===== src/hdl/mcd_pkg.sv =====
// Command codes, field positions and decoded-command types for the monitor command decoder
package mcd_pkg;
  localparam int CODE_W = 11;
  localparam int WORD_W = 16;
  // Fixed command codes
  localparam logic [10:0] CC_WR_CFG_A = 11'h001;
  localparam logic [10:0] CC_WR_CFG_B = 11'h024;
  localparam logic [10:0] CC_RD_CFG_A = 11'h002;
  localparam logic [10:0] CC_RD_CFG_B = 11'h026;
  localparam logic [10:0] CC_RD_CELL_A = 11'h004;
  localparam logic [10:0] CC_RD_CELL_B = 11'h006;
  localparam logic [10:0] CC_RD_CELL_C = 11'h008;
  localparam logic [10:0] CC_RD_CELL_D = 11'h00A;
  localparam logic [10:0] CC_RD_CELL_E = 11'h009;
  localparam logic [10:0] CC_RD_CELL_F = 11'h00B;
  localparam logic [10:0] CC_RD_AUX_A = 11'h00C;
  localparam logic [10:0] CC_RD_AUX_B = 11'h00E;
  localparam logic [10:0] CC_RD_AUX_C = 11'h00D;
  localparam logic [10:0] CC_RD_AUX_D = 11'h00F;
  localparam logic [10:0] CC_RD_STAT_A = 11'h010;
  localparam logic [10:0] CC_RD_STAT_B = 11'h012;
  localparam logic [10:0] CC_WR_PULSE = 11'h014;
  localparam logic [10:0] CC_WR_DUTY = 11'h020;
  localparam logic [10:0] CC_WR_DUTY_PB = 11'h01C;
  localparam logic [10:0] CC_RD_PULSE = 11'h016;
  localparam logic [10:0] CC_RD_DUTY = 11'h022;
  localparam logic [10:0] CC_RD_DUTY_PB = 11'h01E;
  localparam logic [10:0] CC_ST_PULSE = 11'h019;
  localparam logic [10:0] CC_CLR_PULSE = 11'h018;
  localparam logic [10:0] CC_CLR_CELL = 11'h711;
  localparam logic [10:0] CC_CLR_AUX = 11'h712;
  localparam logic [10:0] CC_CLR_STAT = 11'h713;
  localparam logic [10:0] CC_POLL = 11'h714;
  localparam logic [10:0] CC_DIAG = 11'h715;
  localparam logic [10:0] CC_WR_XFER = 11'h721;
  localparam logic [10:0] CC_RD_XFER = 11'h722;
  localparam logic [10:0] CC_ST_XFER = 11'h723;
  // Field positions inside the 11-bit code
  localparam int POS_CLASS = 9;
  localparam int POS_RATE = 7;
  localparam int POS_PAT = 5;
  localparam int POS_PULL = 6;
  localparam int POS_DCP = 4;
  localparam int POS_SEL = 0;
  // Class values in bits 10:9
  localparam logic [1:0] CLASS_CELL = 2'h1;
  localparam logic [1:0] CLASS_AUX = 2'h2;
  // Reset values
  localparam logic SDO_IDLE = 1'b1;

  typedef enum logic [5:0] {
    OP_NONE, OP_WR_CFG_A, OP_WR_CFG_B, OP_RD_CFG_A, OP_RD_CFG_B,
    OP_RD_CELL_A, OP_RD_CELL_B, OP_RD_CELL_C, OP_RD_CELL_D, OP_RD_CELL_E, OP_RD_CELL_F,
    OP_RD_AUX_A, OP_RD_AUX_B, OP_RD_AUX_C, OP_RD_AUX_D, OP_RD_STAT_A, OP_RD_STAT_B,
    OP_WR_PULSE, OP_WR_DUTY, OP_WR_DUTY_PB, OP_RD_PULSE, OP_RD_DUTY, OP_RD_DUTY_PB,
    OP_ST_PULSE, OP_CLR_PULSE, OP_CELL_CONV, OP_CELL_OPEN, OP_CELL_TEST, OP_OVERLAP,
    OP_GPIO_CONV, OP_GPIO_OPEN, OP_GPIO_TEST, OP_STAT_CONV, OP_STAT_TEST,
    OP_CELL_GPIO, OP_CELL_SUM, OP_CLR_CELL, OP_CLR_AUX, OP_CLR_STAT,
    OP_POLL, OP_DIAG, OP_WR_XFER, OP_RD_XFER, OP_ST_XFER
  } mcd_op_e;

  typedef struct packed {
    mcd_op_e op;
    logic [1:0] rate;
    logic discharge_permit_bit;
    logic [2:0] sel;
    logic pull_up;
    logic [1:0] pattern;
    logic redundant;
  } mcd_cmd_s;

  typedef enum {ST_IDLE, ST_POLL} mcd_state_e;
endpackage


===== src/hdl/mcd_decoder.sv =====
// Monitor command decoder: 11-bit command code to operation and option fields
module mcd_decoder
  import mcd_pkg::*;
(
  // Clock and reset
  input wire logic MCLK,
  input wire logic RST,
  input wire logic CE,
  // Command word from the framing logic
  input wire logic CMD_VALID,
  input wire logic [WORD_W-1:0] CMD_WORD,
  // Link and converter status
  input wire logic CS_N,
  input wire logic ADC_BUSY,
  // Decoded command
  output logic OP_VALID,
  output mcd_cmd_s OP,
  output logic CMD_IGNORED,
  // Polling
  output logic POLL_ACTIVE,
  output logic SERIAL_DATA_OUT
);

  logic [CODE_W-1:0] cc;
  logic [4:0] top_bits;
  logic [1:0] cls;
  logic [1:0] pat;
  logic is_cell;
  logic is_aux;
  logic m_cell_conv;
  logic m_cell_open;
  logic m_cell_test;
  logic m_overlap;
  logic m_gpio_conv;
  logic m_gpio_open;
  logic m_gpio_test;
  logic m_stat_conv;
  logic m_stat_test;
  logic m_cell_gpio;
  logic m_cell_sum;
  logic word_ok;
  mcd_op_e op_dec;
  logic polls;
  logic known;
  mcd_cmd_s cmd_d;
  mcd_cmd_s cmd_q;
  logic op_valid_q;
  logic ignored_q;
  mcd_state_e state_q;
  mcd_state_e state_d;
  logic sdo_q;
  logic sdo_d;
  logic poll_q;

  // Field split; code bits 10:8 come in the low bits of the first command byte
  assign cc = CMD_WORD[CODE_W-1:0];
  assign top_bits = CMD_WORD[WORD_W-1:CODE_W];
  assign word_ok = (top_bits == 5'h00);
  assign cls = cc[POS_CLASS+1:POS_CLASS];
  assign pat = cc[POS_PAT+1:POS_PAT];
  assign is_cell = (cls == CLASS_CELL);
  assign is_aux = (cls == CLASS_AUX);

  // Pattern matches for the commands with embedded options
  assign m_cell_conv = is_cell && pat == 2'h3 && !cc[3];
  assign m_cell_open = is_cell && cc[5] && cc[3];
  assign m_cell_test = is_cell && cc[4:0] == 5'h07;
  assign m_overlap = is_cell && pat == 2'h0 && cc[3:0] == 4'h1;
  assign m_gpio_conv = is_aux && cc[4:3] == 2'h0 && (pat == 2'h3 || pat == 2'h0);
  assign m_gpio_open = is_aux && !cc[5] && cc[4] && !cc[3];
  assign m_gpio_test = is_aux && cc[4:0] == 5'h07;
  assign m_stat_conv = is_aux && cc[4:3] == 2'h1 && (pat == 2'h3 || pat == 2'h0);
  assign m_stat_test = is_aux && cc[4:0] == 5'h0F;
  assign m_cell_gpio = is_aux && pat == 2'h3 && cc[3:0] == 4'hF;
  assign m_cell_sum = is_aux && pat == 2'h3 && cc[3:0] == 4'h7;

  // Priority: fixed codes, then combined, then self-test, then the rest.
  // Self-test codes overlap group 7 of plain conversions, so they go first.
  always_comb begin
    op_dec = OP_NONE;
    case (cc)
      CC_WR_CFG_A: op_dec = OP_WR_CFG_A;
      CC_WR_CFG_B: op_dec = OP_WR_CFG_B;
      CC_RD_CFG_A: op_dec = OP_RD_CFG_A;
      CC_RD_CFG_B: op_dec = OP_RD_CFG_B;
      CC_RD_CELL_A: op_dec = OP_RD_CELL_A;
      CC_RD_CELL_B: op_dec = OP_RD_CELL_B;
      CC_RD_CELL_C: op_dec = OP_RD_CELL_C;
      CC_RD_CELL_D: op_dec = OP_RD_CELL_D;
      CC_RD_CELL_E: op_dec = OP_RD_CELL_E;
      CC_RD_CELL_F: op_dec = OP_RD_CELL_F;
      CC_RD_AUX_A: op_dec = OP_RD_AUX_A;
      CC_RD_AUX_B: op_dec = OP_RD_AUX_B;
      CC_RD_AUX_C: op_dec = OP_RD_AUX_C;
      CC_RD_AUX_D: op_dec = OP_RD_AUX_D;
      CC_RD_STAT_A: op_dec = OP_RD_STAT_A;
      CC_RD_STAT_B: op_dec = OP_RD_STAT_B;
      CC_WR_PULSE: op_dec = OP_WR_PULSE;
      CC_WR_DUTY: op_dec = OP_WR_DUTY;
      CC_WR_DUTY_PB: op_dec = OP_WR_DUTY_PB;
      CC_RD_PULSE: op_dec = OP_RD_PULSE;
      CC_RD_DUTY: op_dec = OP_RD_DUTY;
      CC_RD_DUTY_PB: op_dec = OP_RD_DUTY_PB;
      CC_ST_PULSE: op_dec = OP_ST_PULSE;
      CC_CLR_PULSE: op_dec = OP_CLR_PULSE;
      CC_CLR_CELL: op_dec = OP_CLR_CELL;
      CC_CLR_AUX: op_dec = OP_CLR_AUX;
      CC_CLR_STAT: op_dec = OP_CLR_STAT;
      CC_POLL: op_dec = OP_POLL;
      CC_DIAG: op_dec = OP_DIAG;
      CC_WR_XFER: op_dec = OP_WR_XFER;
      CC_RD_XFER: op_dec = OP_RD_XFER;
      CC_ST_XFER: op_dec = OP_ST_XFER;
      default: begin
        if (m_cell_gpio) begin
          op_dec = OP_CELL_GPIO;
        end else if (m_cell_sum) begin
          op_dec = OP_CELL_SUM;
        end else if (m_cell_test) begin
          op_dec = OP_CELL_TEST;
        end else if (m_gpio_test) begin
          op_dec = OP_GPIO_TEST;
        end else if (m_stat_test) begin
          op_dec = OP_STAT_TEST;
        end else if (m_cell_conv) begin
          op_dec = OP_CELL_CONV;
        end else if (m_cell_open) begin
          op_dec = OP_CELL_OPEN;
        end else if (m_overlap) begin
          op_dec = OP_OVERLAP;
        end else if (m_gpio_conv) begin
          op_dec = OP_GPIO_CONV;
        end else if (m_gpio_open) begin
          op_dec = OP_GPIO_OPEN;
        end else if (m_stat_conv) begin
          op_dec = OP_STAT_CONV;
        end
      end
    endcase
  end

  assign known = word_ok && (op_dec != OP_NONE);

  // Every conversion start, the pulse start, the poll and the diagnostic poll status
  assign polls = (op_dec == OP_ST_PULSE) || (op_dec == OP_POLL) || (op_dec == OP_DIAG)
    || (cls != 2'h0 && cls != 2'h3);

  // Option fields; fields a command does not carry read as zero
  always_comb begin
    cmd_d = '0;
    cmd_d.op = op_dec;
    if (cls == CLASS_CELL || cls == CLASS_AUX) begin
      cmd_d.rate = cc[POS_RATE+1:POS_RATE];
      cmd_d.sel = cc[POS_SEL+2:POS_SEL];
    end
    case (op_dec)
      OP_CELL_CONV, OP_OVERLAP, OP_CELL_GPIO, OP_CELL_SUM: cmd_d.discharge_permit_bit = cc[POS_DCP];
      OP_CELL_OPEN: begin
        cmd_d.discharge_permit_bit = cc[POS_DCP];
        cmd_d.pull_up = cc[POS_PULL];
      end
      OP_GPIO_OPEN: cmd_d.pull_up = cc[POS_PULL];
      OP_CELL_TEST, OP_GPIO_TEST, OP_STAT_TEST: cmd_d.pattern = pat;
      OP_GPIO_CONV, OP_STAT_CONV: cmd_d.redundant = (pat == 2'h0);
      default: cmd_d.pattern = 2'h0;
    endcase
  end

  // Decoded command register; unknown codes leave it untouched
  always_ff @(posedge MCLK or posedge RST) begin
    if (RST) begin
      cmd_q <= '0;
      op_valid_q <= 1'b0;
      ignored_q <= 1'b0;
    end else if (CE) begin
      op_valid_q <= CMD_VALID && known;
      ignored_q <= CMD_VALID && !known;
      if (CMD_VALID && known) begin
        cmd_q <= cmd_d;
      end
    end
  end

  // Poll state: left when chip select rises or a known command that does not poll arrives
  always_comb begin
    state_d = state_q;
    case (state_q)
      ST_IDLE: begin
        if (CMD_VALID && known && polls && !CS_N) begin
          state_d = ST_POLL;
        end
      end
      ST_POLL: begin
        if (CS_N) begin
          state_d = ST_IDLE;
        end else if (CMD_VALID && known && !polls) begin
          state_d = ST_IDLE;
        end
      end
      default: state_d = ST_IDLE;
    endcase
  end

  // Registered so the pin never glitches on converter status changes
  assign sdo_d = (state_d == ST_POLL) ? !ADC_BUSY : SDO_IDLE;

  always_ff @(posedge MCLK or posedge RST) begin
    if (RST) begin
      state_q <= ST_IDLE;
      sdo_q <= SDO_IDLE;
      poll_q <= 1'b0;
    end else if (CE) begin
      state_q <= state_d;
      sdo_q <= sdo_d;
      poll_q <= (state_d == ST_POLL);
    end
  end

  assign OP_VALID = op_valid_q;
  assign OP = cmd_q;
  assign CMD_IGNORED = ignored_q;
  // Own flop so the pin does not come from a state compare
  assign POLL_ACTIVE = poll_q;
  assign SERIAL_DATA_OUT = sdo_q;

endmodule // mcd_decoder


===== config.mk =====
export PLATFORM = sky130hd
export DESIGN_NAME = mcd_decoder
export DESIGN_NICKNAME = d
export VERILOG_FILES = /design/src/hdl/mcd_pkg.sv /design/src/hdl/mcd_decoder.sv
export SDC_FILE = /design/constraint.sdc
export NUM_CORES = 1
export LEC_CHECK = 0
export BUFFER_PORTS_ARGS = -buffer_cell sky130_fd_sc_hd__buf_4
export CORE_MARGIN = 5
export CORE_UTILIZATION = 25
export DETAILED_ROUTE_END_ITERATION = 7
export PLACE_DENSITY_LB_ADDON = 0.2
export SYNTH_ARGS = -nofsm -noshare
export SYNTH_HDL_FRONTEND = slang
export SYNTH_SLANG_ARGS = --single-unit

===== constraint.sdc =====
create_clock -name MCLK -period 1.5 [get_ports MCLK]
set_input_delay 0 -clock MCLK [delete_from_list [all_inputs] [get_ports MCLK]]
set_output_delay 0 -clock MCLK [all_outputs]
set_load 0.05 [all_outputs]

==> flow_metrics.tcl <==
set metrics [dict create \
    final_antenna_net_count 0 \
    grt_pass1_vias 3035 \
    place_ws_ns -1.23 \
    syn_area_sq_mm 0.00323 \
    arrival_ns 2.64 \
    critical_path.n_buffers_inverters 2 \
    holdWs_ns 0.0540 \
    start_kind "primary input" \
    syn-num-nets 351 \
    multi_input_area_sq_mm 0.00189 \
    min_from "ADC_BUSY" \
    drv_slew 0 \
    reg2reg_depth 5 \
    synth_area_per_cell_sq_um 9.93 \
    cts.clk_slew.worst_paths_ns 0.07 \
    viasPerCell 4.57 \
    cts-buffers-inserted 5 \
    r2r-start "state_q[1]" \
    min_period_ns 2.43 \
    dpl.cell_count 616 \
    grt-busiest-layer "met2" \
    clockBufferDepth 2 \
    stdcell_area_sq_mm 0.00485 \
    cts_max_level 2 \
    worst_pin_slew_ns 0.514 \
    first_pass_iters 4 \
    drt-initial-drc-count 129 \
    cp_max_fo 4 \
    synth_top_area_share_pct 39.6 \
    grt_max_degree 31 \
    rsz0062_at_grt "true" \
    synth.distinct_cells 69 \
    netSwitchingFraction_pct 28.5 \
    diodes 0 \
    min_path_type "primary input to flop" \
    layout-drive-gt1-share_pct 45.4 \
    placed_area_sq_mm 0.00443 \
    p_switching_uw 976 \
    gp_congestion 0.870 \
    gr-usage-met3_pct 2.00 \
    grt_pass1_wl_microns 15600 \
    hold-path-cell-count 3 \
    crit_chain "buf_8 > or4b_4 > or4_4 > a21oi_4 > or3_4 > nand4_1 > a21oi_4 > a211oi_4 > buf_4 > a41o_1 > o32a_1" \
    intPower_mw 2.44 \
    status "finished, violations left" \
    fmax_mhz 412 \
    root_buffer "clkbuf_16" \
    crit_family "simple AND/OR/NAND/NOR gates" \
    nets 488 \
    core_sq_mm 0.0126 \
    drv_cap 0 \
    p_clk_share_pct 33.2 \
    antenna_found_initial 0 \
    final_cell_mix "buf_4, dfrtp_1, nor2b_1, nor2_1, inv_1" \
    finish.utilization_pct 38.5 \
    yosysWarnings 0 \
    p_per_area_mw_per_mm2 705 \
    area_delta_synth_final_pct 50.4 \
    pwr-share-seq_pct 42.6 \
    cts_sinks 52 \
    cts_tree "yes" \
    die_h_microns 124 \
    cp-end-kind "flop" \
    worstSetupPathType "primary input to flop" \
    fin_worst_skew_ns 0.00488 \
    grt_util_met1_pct 18.2 \
    die-area_sq_mm 0.0153 \
    hpwlAfterDp_microns 7350 \
    cpPeakStageDelay_ns 0.56 \
    violations "negative setup slack" \
    initial_utilization_pct 25.6 \
    grt_use_total_pct 12.8 \
    regArea_sq_mm 0.00130 \
    critPathRequiredTime_ns 1.71 \
    slew_headroom_pct 65.7 \
    synth.area.top_cells "dfrtp_1, nor2b_1, mux2_2, mux2i_1, inv_1" \
    totalWireLength_microns 9380 \
    ir_drop_uv 439 \
    setup_slack_ns -0.930 \
    clock_latency_ns 0.28 \
    hold_viol_final 0 \
    num_vias 2904 \
    die_x_microns 124 \
    portBuffers 41 \
    leakagePower_nw 2.24 \
    syn_inst 325 \
    std_cell_rows 41 \
    period_share_pct 162 \
    setup_viol 21 \
    cp_common_cell "a21oi_4" \
    p_comb_share_pct 24.2 \
    mostFrequentLayoutCell "buf_4" \
    gr-usage-met2_pct 20.6 \
    overflow 0 \
    synth_area_leader_cell "dfrtp_1" \
    drc 0 \
    async_flop_share_pct 100 \
    ys_ff_latch 52 \
    synthFlopType "dfrtp_1" \
    ios 42 \
    cp_num_cells 11 \
    synth-edff-count 0 \
    startpoint "CMD_WORD[6]" \
    fin_cells 635 \
    synth-seq-area-share_pct 40.4 \
    routedWlPerCell_microns 14.8 \
    nFillCells 1276 \
    cp_slowest_cell "or4b_4" \
]
==> routing by layer <==
| layer | wire length (microns) | part of all wire (%) |
|---|---|---|
| met5 | 0 | 0 |
| met4 | 82 | 0.87 |
| met3 | 289 | 3.1 |
| met2 | 4330 | 46 |
| met1 | 4680 | 50 |
==> worst reg2reg max path, cell delays in order (launching register included) <==
cell and delay (ns):
dfrtp_1 0.38, nor4_1 0.30, nand4_1 0.17, nor2_1 0.15
o211ai_1 0.13, o32a_1 0.31
==> cells in the mapped netlist, types with 7 or more instances <==
cell type / number
nand4_1: 9
nor4_1: 10
mux2_2: 8
nor3_1: 8
buf_2: 7
inv_1: 20
dfrtp_1: 51
a21oi_1: 9
mux2i_1: 8
nand2_1: 10
clkbuf_1: 7
nor2_1: 20
nor2b_1: 40
nand3_1: 12
==> layout make-up <==
class / instances / share of cell area (%)
multi-input combinational: 234 / 39.0
sequential: 52 / 26.8
timing repair buffer: 149 / 25.1
tap: 172 / 4.43
clock buffer: 5 / 2.58
inverter: 20 / 1.55
clock inverter: 3 / 0.567
==> power by group through the flow <==
| stage | Clock [mW] | Combinational [mW] | Sequential (mW) |
|---|---|---|---|
| floorplan | 0 | 0.292 | 1.60 |
| global placement | 0 | 0.757 | 1.48 |
| detailed placement | 0 | 0.760 | 1.48 |
| CTS | 1.18 | 0.808 | 1.46 |
| global route | 1.24 | 0.897 | 1.46 |
| finish | 1.14 | 0.828 | 1.46 |
==> state kept, by name, indices dropped and copies added (netlist names) <==
name / cells
CMD_IGNORED: 1
OP: 16
OP_VALID: 1
POLL_ACTIVE: 1
SERIAL_DATA_OUT: 1
state_q: 32
==> worst paths after layout <==
path / to / slack, ns
worst max-delay path: SERIAL_DATA_OUT / -0.93
worst min-delay path: SERIAL_DATA_OUT / 0.05
worst max register to register: SERIAL_DATA_OUT / 0
worst min register to register: state_q[1] / 0.50
max in group asynchronous: state_q[15] / 0.66
min in group asynchronous: state_q[7] / 0.31
==> stage by stage <==
step | setup TNS (ns) | total power [mW]
6_report | -17.97 | 3.42
4_1_cts | -17.33 | 3.45
3_3_place_gp | -25.58 | 2.24
2_1_floorplan | -21.12 | 1.89
5_1_grt | -20.30 | 3.60
3_5_place_dp | -24.55 | 2.24
==> timing repair <==
item / CTS / global route
gates cloned: 1 / 0
gates resized for setup: 28 / 11
hold buffers: 1 / 0
setup buffers: 4 / 6
hold endpoints to repair: 21 / 0
pin swaps: 5 / 5
setup endpoints to repair: 21 / 21
==> logic make-up (layout without fill, tap and decap cells) <==
group                    count (synthesis)  after routing  synth area share [%]
XOR/XNOR                                 4              4                  1.09
flip-flops                              52             52                  40.4
AO/OA/AOI/OAI                           57             57                  14.9
multiplexers                            22             22                  8.30
buffers and inverters                   40            177                  5.62
AND/OR/NAND/NOR                        146            147                  28.2
adder cells (fa/ha/maj)                  4              4                  1.55
Note: power is estimated with default switching activity, not from simulation.
